--- config.mk ---
export PLATFORM = sky130hd
export DESIGN_NAME = iep_top
export DESIGN_NICKNAME = d
export VERILOG_FILES = /design/src/include/iep_pkg.sv /design/src/verilog/iep_rank.sv /design/src/verilog/iep_top.sv
export SDC_FILE = /design/constraint.sdc
export NUM_CORES = 1
export LEC_CHECK = 0
export ABC_AREA = 1
export BUFFER_PORTS_ARGS = -buffer_cell sky130_fd_sc_hd__buf_4
export CAP_MARGIN = 20
export CORE_ASPECT_RATIO = 0.75
export CORE_MARGIN = 2
export CORE_UTILIZATION = 24
export CTS_CLUSTER_SIZE = 16
export DETAILED_ROUTE_END_ITERATION = 12
export PLACE_DENSITY = 0.5
export SLEW_MARGIN = 15
export SYNTH_ARGS = -nofsm -noshare
export SYNTH_HDL_FRONTEND = slang
export SYNTH_SLANG_ARGS = --single-unit
export TNS_END_PERCENT = 1
--- constraint.sdc ---
create_clock -name clk_sys_i -period 10.39 [get_ports clk_sys_i]
set_clock_uncertainty 0.05 [all_clocks]
set_input_delay 2.078 -clock clk_sys_i [delete_from_list [all_inputs] [get_ports clk_sys_i]]
set_output_delay 2.078 -clock clk_sys_i [all_outputs]
set_load 0.05 [all_outputs]
--- src/include/iep_pkg.sv ---
package iep_pkg;

  // ---------------------------------------------------------------
  // Register map (word offsets of the plain register port)
  // ---------------------------------------------------------------
  localparam logic [3:0] ADDR_ENABLE_GROUP2 = 4'h0;
  localparam logic [3:0] ADDR_PRIORITY_GROUP0 = 4'h1;
  localparam logic [3:0] ADDR_PRIORITY_GROUP1 = 4'h2;
  localparam logic [3:0] ADDR_FLAG_STATUS = 4'h3;
  localparam logic [3:0] ADDR_EVENT_STATUS = 4'h4;
  localparam logic [3:0] ADDR_EVENT_MASK = 4'h5;
  localparam logic [3:0] ADDR_WINNER = 4'h6;

  // ---------------------------------------------------------------
  // Source numbering
  // ---------------------------------------------------------------
  localparam int NUM_SRC = 14;
  localparam logic [3:0] SRC_PARALLEL = 4'h0;
  localparam logic [3:0] SRC_COMPARE5 = 4'h1;
  localparam logic [3:0] SRC_CAPTURE5 = 4'h2;
  localparam logic [3:0] SRC_CAPTURE4 = 4'h3;
  localparam logic [3:0] SRC_CAPTURE3 = 4'h4;
  localparam logic [3:0] SRC_SERIAL2_EVENT = 4'h5;
  localparam logic [3:0] SRC_SERIAL2_FAULT = 4'h6;
  localparam logic [3:0] SRC_TIMER1 = 4'h7;
  localparam logic [3:0] SRC_COMPARE1 = 4'h8;
  localparam logic [3:0] SRC_CAPTURE1 = 4'h9;
  localparam logic [3:0] SRC_EXT0 = 4'ha;
  localparam logic [3:0] SRC_TIMER2 = 4'hb;
  localparam logic [3:0] SRC_COMPARE2 = 4'hc;
  localparam logic [3:0] SRC_CAPTURE2 = 4'hd;

  // ---------------------------------------------------------------
  // Enable register bit positions
  // ---------------------------------------------------------------
  localparam int BIT_PARALLEL_EN = 13;
  localparam int BIT_COMPARE5_EN = 9;
  localparam int BIT_CAPTURE5_EN = 7;
  localparam int BIT_CAPTURE4_EN = 6;
  localparam int BIT_CAPTURE3_EN = 5;
  localparam int BIT_SERIAL2_EVENT_EN = 1;
  localparam int BIT_SERIAL2_FAULT_EN = 0;
  localparam logic [15:0] ENABLE_GROUP2_MASK = 16'h22e3;
  localparam logic [15:0] ENABLE_GROUP2_RESET = 16'h0000;

  // ---------------------------------------------------------------
  // Priority register field positions (low bit of each field)
  // ---------------------------------------------------------------
  localparam int PRIO_W = 3;
  localparam int FLD_HI = 12;
  localparam int FLD_MID = 8;
  localparam int FLD_LO = 4;
  localparam int FLD_LOW0 = 0;
  localparam logic [PRIO_W-1:0] PRIO_RESET = 3'h4;
  localparam logic [PRIO_W-1:0] PRIO_OFF = 3'h0;
  localparam logic [PRIO_W-1:0] PRIO_CEILING = 3'h7;
  localparam logic [15:0] PRIORITY_GROUP0_MASK = 16'h7777;
  localparam logic [15:0] PRIORITY_GROUP0_RESET = 16'h4444;
  localparam logic [15:0] PRIORITY_GROUP1_MASK = 16'h7770;
  localparam logic [15:0] PRIORITY_GROUP1_RESET = 16'h4440;

  // ---------------------------------------------------------------
  // Event status bits
  // ---------------------------------------------------------------
  localparam int EVT_W = 2;
  localparam int EVT_REQ_RISE = 0;
  localparam int EVT_WINNER_CHANGE = 1;

  // Core side request bundle
  typedef struct packed {
    logic valid;
    logic [3:0] source;
    logic [PRIO_W-1:0] level;
  } iep_request_t;

  // Register port bundle
  typedef struct packed {
    logic wr;
    logic rd;
    logic [3:0] addr;
    logic [15:0] wdata;
  } iep_bus_t;

endpackage

--- src/verilog/iep_rank.sv ---
`timescale 1ns/100ps
module iep_rank
  import iep_pkg::*;
(
  // Clock and reset
  input wire logic clk_sys_i,
  input wire logic reset_i,
  // Per-source inputs and core state
  input wire logic [NUM_SRC-1:0] live_i,
  input wire logic [NUM_SRC*PRIO_W-1:0] prio_i,
  input wire logic [PRIO_W-1:0] cpu_priority_level_i,
  input wire logic cpu_level_high_i,
  // Registered winner
  output iep_request_t req_o
);

  // ---------------------------------------------------------------
  // Priority search
  // ---------------------------------------------------------------
  logic [NUM_SRC-1:0] eligible;
  iep_request_t next_req;

  genvar g;
  generate
    for (g = 0; g < NUM_SRC; g++)
    begin : g_elig
      // Code zero never beats the core; ceiling level masks all
      assign eligible[g] = live_i[g] && !cpu_level_high_i
        && (prio_i[g*PRIO_W +: PRIO_W] != PRIO_OFF)
        && (prio_i[g*PRIO_W +: PRIO_W] > cpu_priority_level_i);
    end
  endgenerate

  // Lowest source number wins a tie
  always_comb
  begin
    next_req = '0;
    for (int i = NUM_SRC - 1; i >= 0; i--)
    begin
      if (eligible[i] && (!next_req.valid || prio_i[i*PRIO_W +: PRIO_W] >= next_req.level))
      begin
        next_req.valid = 1'b1;
        next_req.source = 4'(i);
        next_req.level = prio_i[i*PRIO_W +: PRIO_W];
      end
    end
  end

  always_ff @(posedge clk_sys_i or posedge reset_i)
  begin
    if (reset_i)
      req_o <= '0;
    else
      req_o <= next_req;
  end

endmodule // iep_rank

--- src/verilog/iep_top.sv ---
// How it works
// - One enable bit for each of the seven group2 sources; one passes the request, zero blocks it.
// - Enable register: parallel 13, compare5 9, capture5..3 7..5, serial2 event 1, fault 0.
// - Three-bit priority: 7 highest down to 1; code 0 disables the source.
// - Priority group0: timer1 14:12, compare1 10:8, capture1 6:4, ext0 2:0.
// - Reset loads priority 4 in every field and clears every enable.
// - Unimplemented bits read zero and ignore writes.
// - Core level 7 or above blocks every user source.
//
// Local design decisions: the plain strobed port and the placing of the registers.
`timescale 1ns/100ps
module iep_top
  import iep_pkg::*;
(
  // Clock and reset
  input wire logic clk_sys_i,
  input wire logic reset_i,
  // Register port
  input wire logic [3:0] addr_i,
  input wire logic [15:0] wdata_i,
  input wire logic wr_i,
  input wire logic rd_i,
  output logic [15:0] rdata_o,
  // Peripheral flags, same clock domain
  input wire logic [NUM_SRC-1:0] flag_i,
  // Core state
  input wire logic [PRIO_W-1:0] cpu_priority_level_i,
  input wire logic cpu_level_high_i,
  // Request toward the core
  output logic core_req_o,
  output logic [3:0] core_src_o,
  output logic [PRIO_W-1:0] core_level_o,
  // Event interrupt
  output logic irq_o
);

  // ---------------------------------------------------------------
  // Register storage
  // ---------------------------------------------------------------
  logic [15:0] interrupt_enable_group2;
  logic [15:0] interrupt_priority_group0;
  logic [15:0] interrupt_priority_group1;
  logic [EVT_W-1:0] event_status;
  logic [EVT_W-1:0] event_mask;
  iep_bus_t bus;
  iep_request_t req;
  iep_request_t req_q;

  assign bus = '{wr: wr_i, rd: rd_i, addr: addr_i, wdata: wdata_i};

  // ---------------------------------------------------------------
  // Write decode
  // ---------------------------------------------------------------
  wire wr_enable = bus.wr && (bus.addr == ADDR_ENABLE_GROUP2);
  wire wr_prio0 = bus.wr && (bus.addr == ADDR_PRIORITY_GROUP0);
  wire wr_prio1 = bus.wr && (bus.addr == ADDR_PRIORITY_GROUP1);
  wire wr_status = bus.wr && (bus.addr == ADDR_EVENT_STATUS);
  wire wr_mask = bus.wr && (bus.addr == ADDR_EVENT_MASK);

  always_ff @(posedge clk_sys_i or posedge reset_i)
  begin
    if (reset_i)
    begin
      interrupt_enable_group2 <= ENABLE_GROUP2_RESET;
      interrupt_priority_group0 <= PRIORITY_GROUP0_RESET;
      interrupt_priority_group1 <= PRIORITY_GROUP1_RESET;
      event_mask <= '0;
    end
    else
    begin
      if (wr_enable)
        interrupt_enable_group2 <= bus.wdata & ENABLE_GROUP2_MASK;
      if (wr_prio0)
        interrupt_priority_group0 <= bus.wdata & PRIORITY_GROUP0_MASK;
      if (wr_prio1)
        interrupt_priority_group1 <= bus.wdata & PRIORITY_GROUP1_MASK;
      if (wr_mask)
        event_mask <= bus.wdata[EVT_W-1:0];
    end
  end

  // ---------------------------------------------------------------
  // Per-source enable and priority
  // ---------------------------------------------------------------
  logic [NUM_SRC-1:0] src_en;
  logic [NUM_SRC*PRIO_W-1:0] src_prio;
  logic [NUM_SRC-1:0] live;

  // Sources with no enable bit in this block pass always
  assign src_en[SRC_PARALLEL] = interrupt_enable_group2[BIT_PARALLEL_EN];
  assign src_en[SRC_COMPARE5] = interrupt_enable_group2[BIT_COMPARE5_EN];
  assign src_en[SRC_CAPTURE5] = interrupt_enable_group2[BIT_CAPTURE5_EN];
  assign src_en[SRC_CAPTURE4] = interrupt_enable_group2[BIT_CAPTURE4_EN];
  assign src_en[SRC_CAPTURE3] = interrupt_enable_group2[BIT_CAPTURE3_EN];
  assign src_en[SRC_SERIAL2_EVENT] = interrupt_enable_group2[BIT_SERIAL2_EVENT_EN];
  assign src_en[SRC_SERIAL2_FAULT] = interrupt_enable_group2[BIT_SERIAL2_FAULT_EN];
  assign src_en[NUM_SRC-1:SRC_TIMER1] = '1;

  // Group2 sources share a priority parameter of this block
  assign src_prio[SRC_TIMER1*PRIO_W +: PRIO_W] = interrupt_priority_group0[FLD_HI +: PRIO_W];
  assign src_prio[SRC_COMPARE1*PRIO_W +: PRIO_W] = interrupt_priority_group0[FLD_MID +: PRIO_W];
  assign src_prio[SRC_CAPTURE1*PRIO_W +: PRIO_W] = interrupt_priority_group0[FLD_LO +: PRIO_W];
  assign src_prio[SRC_EXT0*PRIO_W +: PRIO_W] = interrupt_priority_group0[FLD_LOW0 +: PRIO_W];
  assign src_prio[SRC_TIMER2*PRIO_W +: PRIO_W] = interrupt_priority_group1[FLD_HI +: PRIO_W];
  assign src_prio[SRC_COMPARE2*PRIO_W +: PRIO_W] = interrupt_priority_group1[FLD_MID +: PRIO_W];
  assign src_prio[SRC_CAPTURE2*PRIO_W +: PRIO_W] = interrupt_priority_group1[FLD_LO +: PRIO_W];

  genvar g;
  generate
    for (g = 0; g < SRC_TIMER1; g++)
    begin : g_fixed_prio
      assign src_prio[g*PRIO_W +: PRIO_W] = PRIO_RESET;
    end
    for (g = 0; g < NUM_SRC; g++)
    begin : g_live
      assign live[g] = flag_i[g] & src_en[g];
    end
  endgenerate

  // ---------------------------------------------------------------
  // Ranking
  // ---------------------------------------------------------------
  iep_rank u_rank
  (
    .clk_sys_i(clk_sys_i),
    .reset_i(reset_i),
    .live_i(live),
    .prio_i(src_prio),
    .cpu_priority_level_i(cpu_priority_level_i),
    .cpu_level_high_i(cpu_level_high_i),
    .req_o(req)
  );

  assign core_req_o = req.valid;
  assign core_src_o = req.source;
  assign core_level_o = req.level;

  // ---------------------------------------------------------------
  // Event status, set wins over clear
  // ---------------------------------------------------------------
  logic [EVT_W-1:0] evt_set;
  logic [EVT_W-1:0] next_event_status;

  assign evt_set[EVT_REQ_RISE] = req.valid && !req_q.valid;
  assign evt_set[EVT_WINNER_CHANGE] = req.valid && req_q.valid && (req.source != req_q.source);
  assign next_event_status = (event_status & ~(wr_status ? bus.wdata[EVT_W-1:0] : '0)) | evt_set;

  always_ff @(posedge clk_sys_i or posedge reset_i)
  begin
    if (reset_i)
    begin
      req_q <= '0;
      event_status <= '0;
    end
    else
    begin
      req_q <= req;
      event_status <= next_event_status;
    end
  end

  assign irq_o = |(event_status & event_mask);

  // ---------------------------------------------------------------
  // Read path, data one cycle after the strobe
  // ---------------------------------------------------------------
  logic [15:0] read_mux;
  logic [15:0] flag_view;

  assign flag_view = {2'h0, flag_i};

  always_comb
  begin
    case (bus.addr)
      ADDR_ENABLE_GROUP2: read_mux = interrupt_enable_group2;
      ADDR_PRIORITY_GROUP0: read_mux = interrupt_priority_group0;
      ADDR_PRIORITY_GROUP1: read_mux = interrupt_priority_group1;
      ADDR_FLAG_STATUS: read_mux = flag_view;
      ADDR_EVENT_STATUS: read_mux = {14'h0, event_status};
      ADDR_EVENT_MASK: read_mux = {14'h0, event_mask};
      ADDR_WINNER: read_mux = {8'h0, req.valid, req.source, req.level};
      default: read_mux = 16'h0000;
    endcase
  end

  always_ff @(posedge clk_sys_i or posedge reset_i)
  begin
    if (reset_i)
      rdata_o <= 16'h0000;
    else if (bus.rd)
      rdata_o <= read_mux;
    else
      rdata_o <= 16'h0000;
  end

endmodule // iep_top

==> results <==
- The area of the die is 18,320 µm².
- The worst-case headroom to the max-slew limit is 49.50%.
- The library cells used most frequently in the layout, excluding fill and tap cells, are sky130_fd_sc_hd__nand2_1 (135), sky130_fd_sc_hd__buf_4 (84), sky130_fd_sc_hd__inv_1 (80).
- The synthesized area divided by synthesized cell count is roughly 7.5 µm².
- For this run, the slowest stage of the critical path takes 0.29 ns.
- The initial detailed-routing violation count is roughly 220.
- The most common cell after layout, fill and taps aside is sky130_fd_sc_hd__nand2_1.
- The critical-path cell with the highest stage delay is sky130_fd_sc_hd__ha_4.
- The worst vdd rail ir drop is 0.08511 mV.
- The power density of the placed cells is 189.8 nW/µm².
- The worst register-to-register path begins at interrupt_priority_group1[6].
- The final hold violation count is 0.
- The post-synthesis simple-gate area fraction is 29.26%.
- The clock tree synthesis step divided the H-tree into 3 levels.
- The final route contains 3,871 vias.
- The first detailed-routing pass ran for 4 iterations.
- The terminating pin of the worst hold path is req_q[7].
- After synthesis, the largest family of logic cells by area is simple AND/OR/NAND/NOR gates.
- Summing the areas of all xor and xnor instances in the mapped netlist gives 0.8464% of the synthesized area.
- The count of distinct cell types in the synthesized netlist is 41.
- The number of synthesized register bits is 60.
- The congestion estimate from routability-driven global placement came to about 0.88.
- For this run the aggregate overflow at the end of global routing stands at 0.
- The total core area is approximately 17,000 µm².
- In the final layout, the share of cells above drive strength 1 is 23.61%.
- The mapped netlist covers 4139 µm².
- No sink is reached through more buffers than the 2 on the longest clock path.
- Input and output buffers added on the ports amount to 62.
- The cell that appears most often on the critical path is sky130_fd_sc_hd__nand2_1.
- After layout, the minimum clock period comes to 9.602 ns.
- The floorplan has 41 rows.
- Clock tree synthesis inserted a total of 9 buffers.
- The data required time of the worst path is 10.60 ns.
- The synthesized netlist devotes between 10% and 20% of its cell area to compound gates.
- In this run the remaining antenna-violating nets after routing total 0.
- The tree is rooted in a sky130_fd_sc_hd__clkbuf_16.
- The setup TNS is 0 ns.
- The transition time of the tightest slew-check pin is 0.7575 ns.
- The initial antenna violation count is 1.
- The horizontal die dimension is 155.6 µm.
- The number of warning messages in the yosys log is 0.
- The clock latency on the worst-skew pair is approximately 0.33 ns.
- From bottom edge to top edge, the die measures between 100 and 150 µm.
- The total stage count of the critical path is 65.
- In the post-synthesis netlist, the biggest area contributors are sky130_fd_sc_hd__dfrtp_1 (32%), sky130_fd_sc_hd__nand2_1 (13%), sky130_fd_sc_hd__ha_1 (12%), sky130_fd_sc_hd__inv_1 (7.4%), sky130_fd_sc_hd__o21ai_0 (5.8%).
- 0 antenna diodes ended up in the layout.
- The final cell count without fillers is 863.
- The leakage power of the design is around 2.9 nW.
- Once placement completed, the tool counted placed cells totaling 845.
- The sequential share of the synthesized area is 36.49%.
- The prevailing post-synth register cell is sky130_fd_sc_hd__dfrtp_1.
- The capture point of the worst reg-to-reg path is u_rank.req_o[0].
- The worst hold path depth is 0.
- The number of max-slew violations in the final report is 0.
- For this run, the total global-route usage over all layers was measured as 15.26%.
- Setup repair after global routing left no endpoint under its margin.
- The net count after synthesis is 636.
- The top cell type by total area after synthesis is sky130_fd_sc_hd__dfrtp_1.
- The adder-cell area share of the yosys netlist is 11.79%.
- The maximum fanout count along the critical path is 9.
- The data arrival at the endpoint of the critical path is 9.81 ns.
- The setup path with the least slack is of type input pin to flop.
- Counting flops with a built-in enable in the synthesized netlist gives 0.
- The clock-pin slew of the registers on the worst-case setup and hold paths is around 0.05 ns.
- Max-cap violations in this run came to 0.
- Wires add up to 13,530 µm.
- The critical path launch point type is an input pin.
- The worst register-to-register path has a setup slack of 2.14 ns.
- The run finished with clean final reports.
- The startpoint identified for the worst hold timing path is u_rank.req_o[7].
- The pin count of the biggest net entering global routing is 61.
- For the worst flop-to-flop path, the logic depth is 63.
- The area fraction of the dominant cell type after synthesis is 32.04%.
- The critical path contains buffers and inverters numbering 6 combined.
- The number of global-route vias before repair is a little under 4,000.
- The layout filler cell count is around 1,800.
- For this run, asynchronously set or reset flops after synthesis account for 100.0%.
- The number of hold-repair buffers added at the cts stage is 0.
- For this design the top-level I/O count stands at 67.
- The number of nets in the finished design is approximately 720.
- The mean number of vias per cell is roughly 4.5.
- The mux contribution to synthesized area is 0%.
- The final critical path takes up between 90 and 100% of the cycle.
- The tree built by TritonCTS fans out to 60 sinks.
- The upper clock frequency limit is 0.1041 GHz.
- The CTS tree is built.
- Once the floorplan was initialized, standard cells occupied approximately a quarter of the core.
- The worst setup path is captured at a flop.
- The cell class contributing the biggest share of worst-path delay is simple AND/OR/NAND/NOR gates.
- The routed length per placed instance is 15.68 µm.
- The total setup violations reported at the end of the flow is 0.
- The first global-routing pass estimated between 20,000 and 25,000 µm of wire.
- Detailed placement ended at an HPWL of 10,860 µm.
- The cell count after synthesis is 555.
- Relative to the synthesized area, the layout overhead comes to 30.77%.
- The path category of the worst min-delay check is flop to flop.
- For this run, design rule violations remaining after detail routing come to 0.
[layer usage]
layer / vias up / wire [µm] / GRT usage (%)
met4: 0 / 165 / 3.784
li1: 1990 / - / -
met3: 11 / 596 / 3.093
met1: 1786 / 7232 / 23.75
met5: - / 0 / 0
met2: 84 / 5533 / 21.18
[cells by family after synthesis]
logic type	count (synthesis)
other	1
AO/OA/AOI/OAI	91
flip-flops	60
AND/OR/NAND/NOR	265
adder cells (fa/ha/maj)	39
XOR/XNOR	4
buffers and inverters	95
[where the power goes]
part	leakage [nW]	switching [mW]	internal [mW]
combinational	1.96	0.220	0.131
sequential	0.757	0.0575	0.282
clock	0.166	0.107	0.230
total	2.89	0.384	0.643
[final cells by class]
class                           count  area (µm²)  area share [%]
Clock buffer                       13       270.3           4.993
Clock inverter                      3       68.82           1.271
Inverter                           88       331.6           6.126
Multi-Input combinational cell    400        2332           43.09
Sequential cell                    60        1510           27.90
Tap cell                          215       269.0           4.970
Timing Repair Buffer               84       630.6           11.65
[flip-flops by register name, indices dropped and copies added (netlist names)]
name                       count
event_mask                     2
event_status                   2
interrupt_enable_group2        7
interrupt_priority_group0     12
interrupt_priority_group1      9
rdata_o                       15
req_q                          5
u_rank.req_o                   8
[cell usage after synthesis, drive strengths merged (6+ instances only)]
cell type and instances:
ha 39, dfrtp 53, nor2 46, dfstp 7
a21oi 17, inv 85, nand3 44, and2 7
clkbuf 6, o22ai 6, o21ai 48, nand2 155
[worst max path at each step]
stage,end,from
after detailed placement,u_rank.req_o[0],cpu_priority_level_i[2]
after floorplan,u_rank.req_o[3],cpu_priority_level_i[2]
after global routing,u_rank.req_o[0],cpu_priority_level_i[2]
after CTS,u_rank.req_o[0],cpu_priority_level_i[2]
after global placement,u_rank.req_o[5],cpu_priority_level_i[2]
final,u_rank.req_o[0],cpu_priority_level_i[2]
[metrics by stage]
step	util [%]	setup slack (ns)	total power, mW	instance area, µm²	hold WS [ns]
CTS	31.60	0.4474	1.018	5333	0.4101
global route	32.07	0.005253	1.095	5413	0.4289
detailed placement	29.59	0.1784	0.6770	4994	0.4017
floorplan	-	0.8862	0.5515	4139	0.3747
global placement	29.59	0.1758	0.6761	4994	0.3911
finish	32.07	0.7882	1.028	5413	0.3990
[what timing repair did]
action / CTS / global route
setup endpoints to repair: 0 / 7
setup buffers: 0 / 2
gates resized for setup: 0 / 22
No activity file was read; power rests on OpenSTA's default activity.
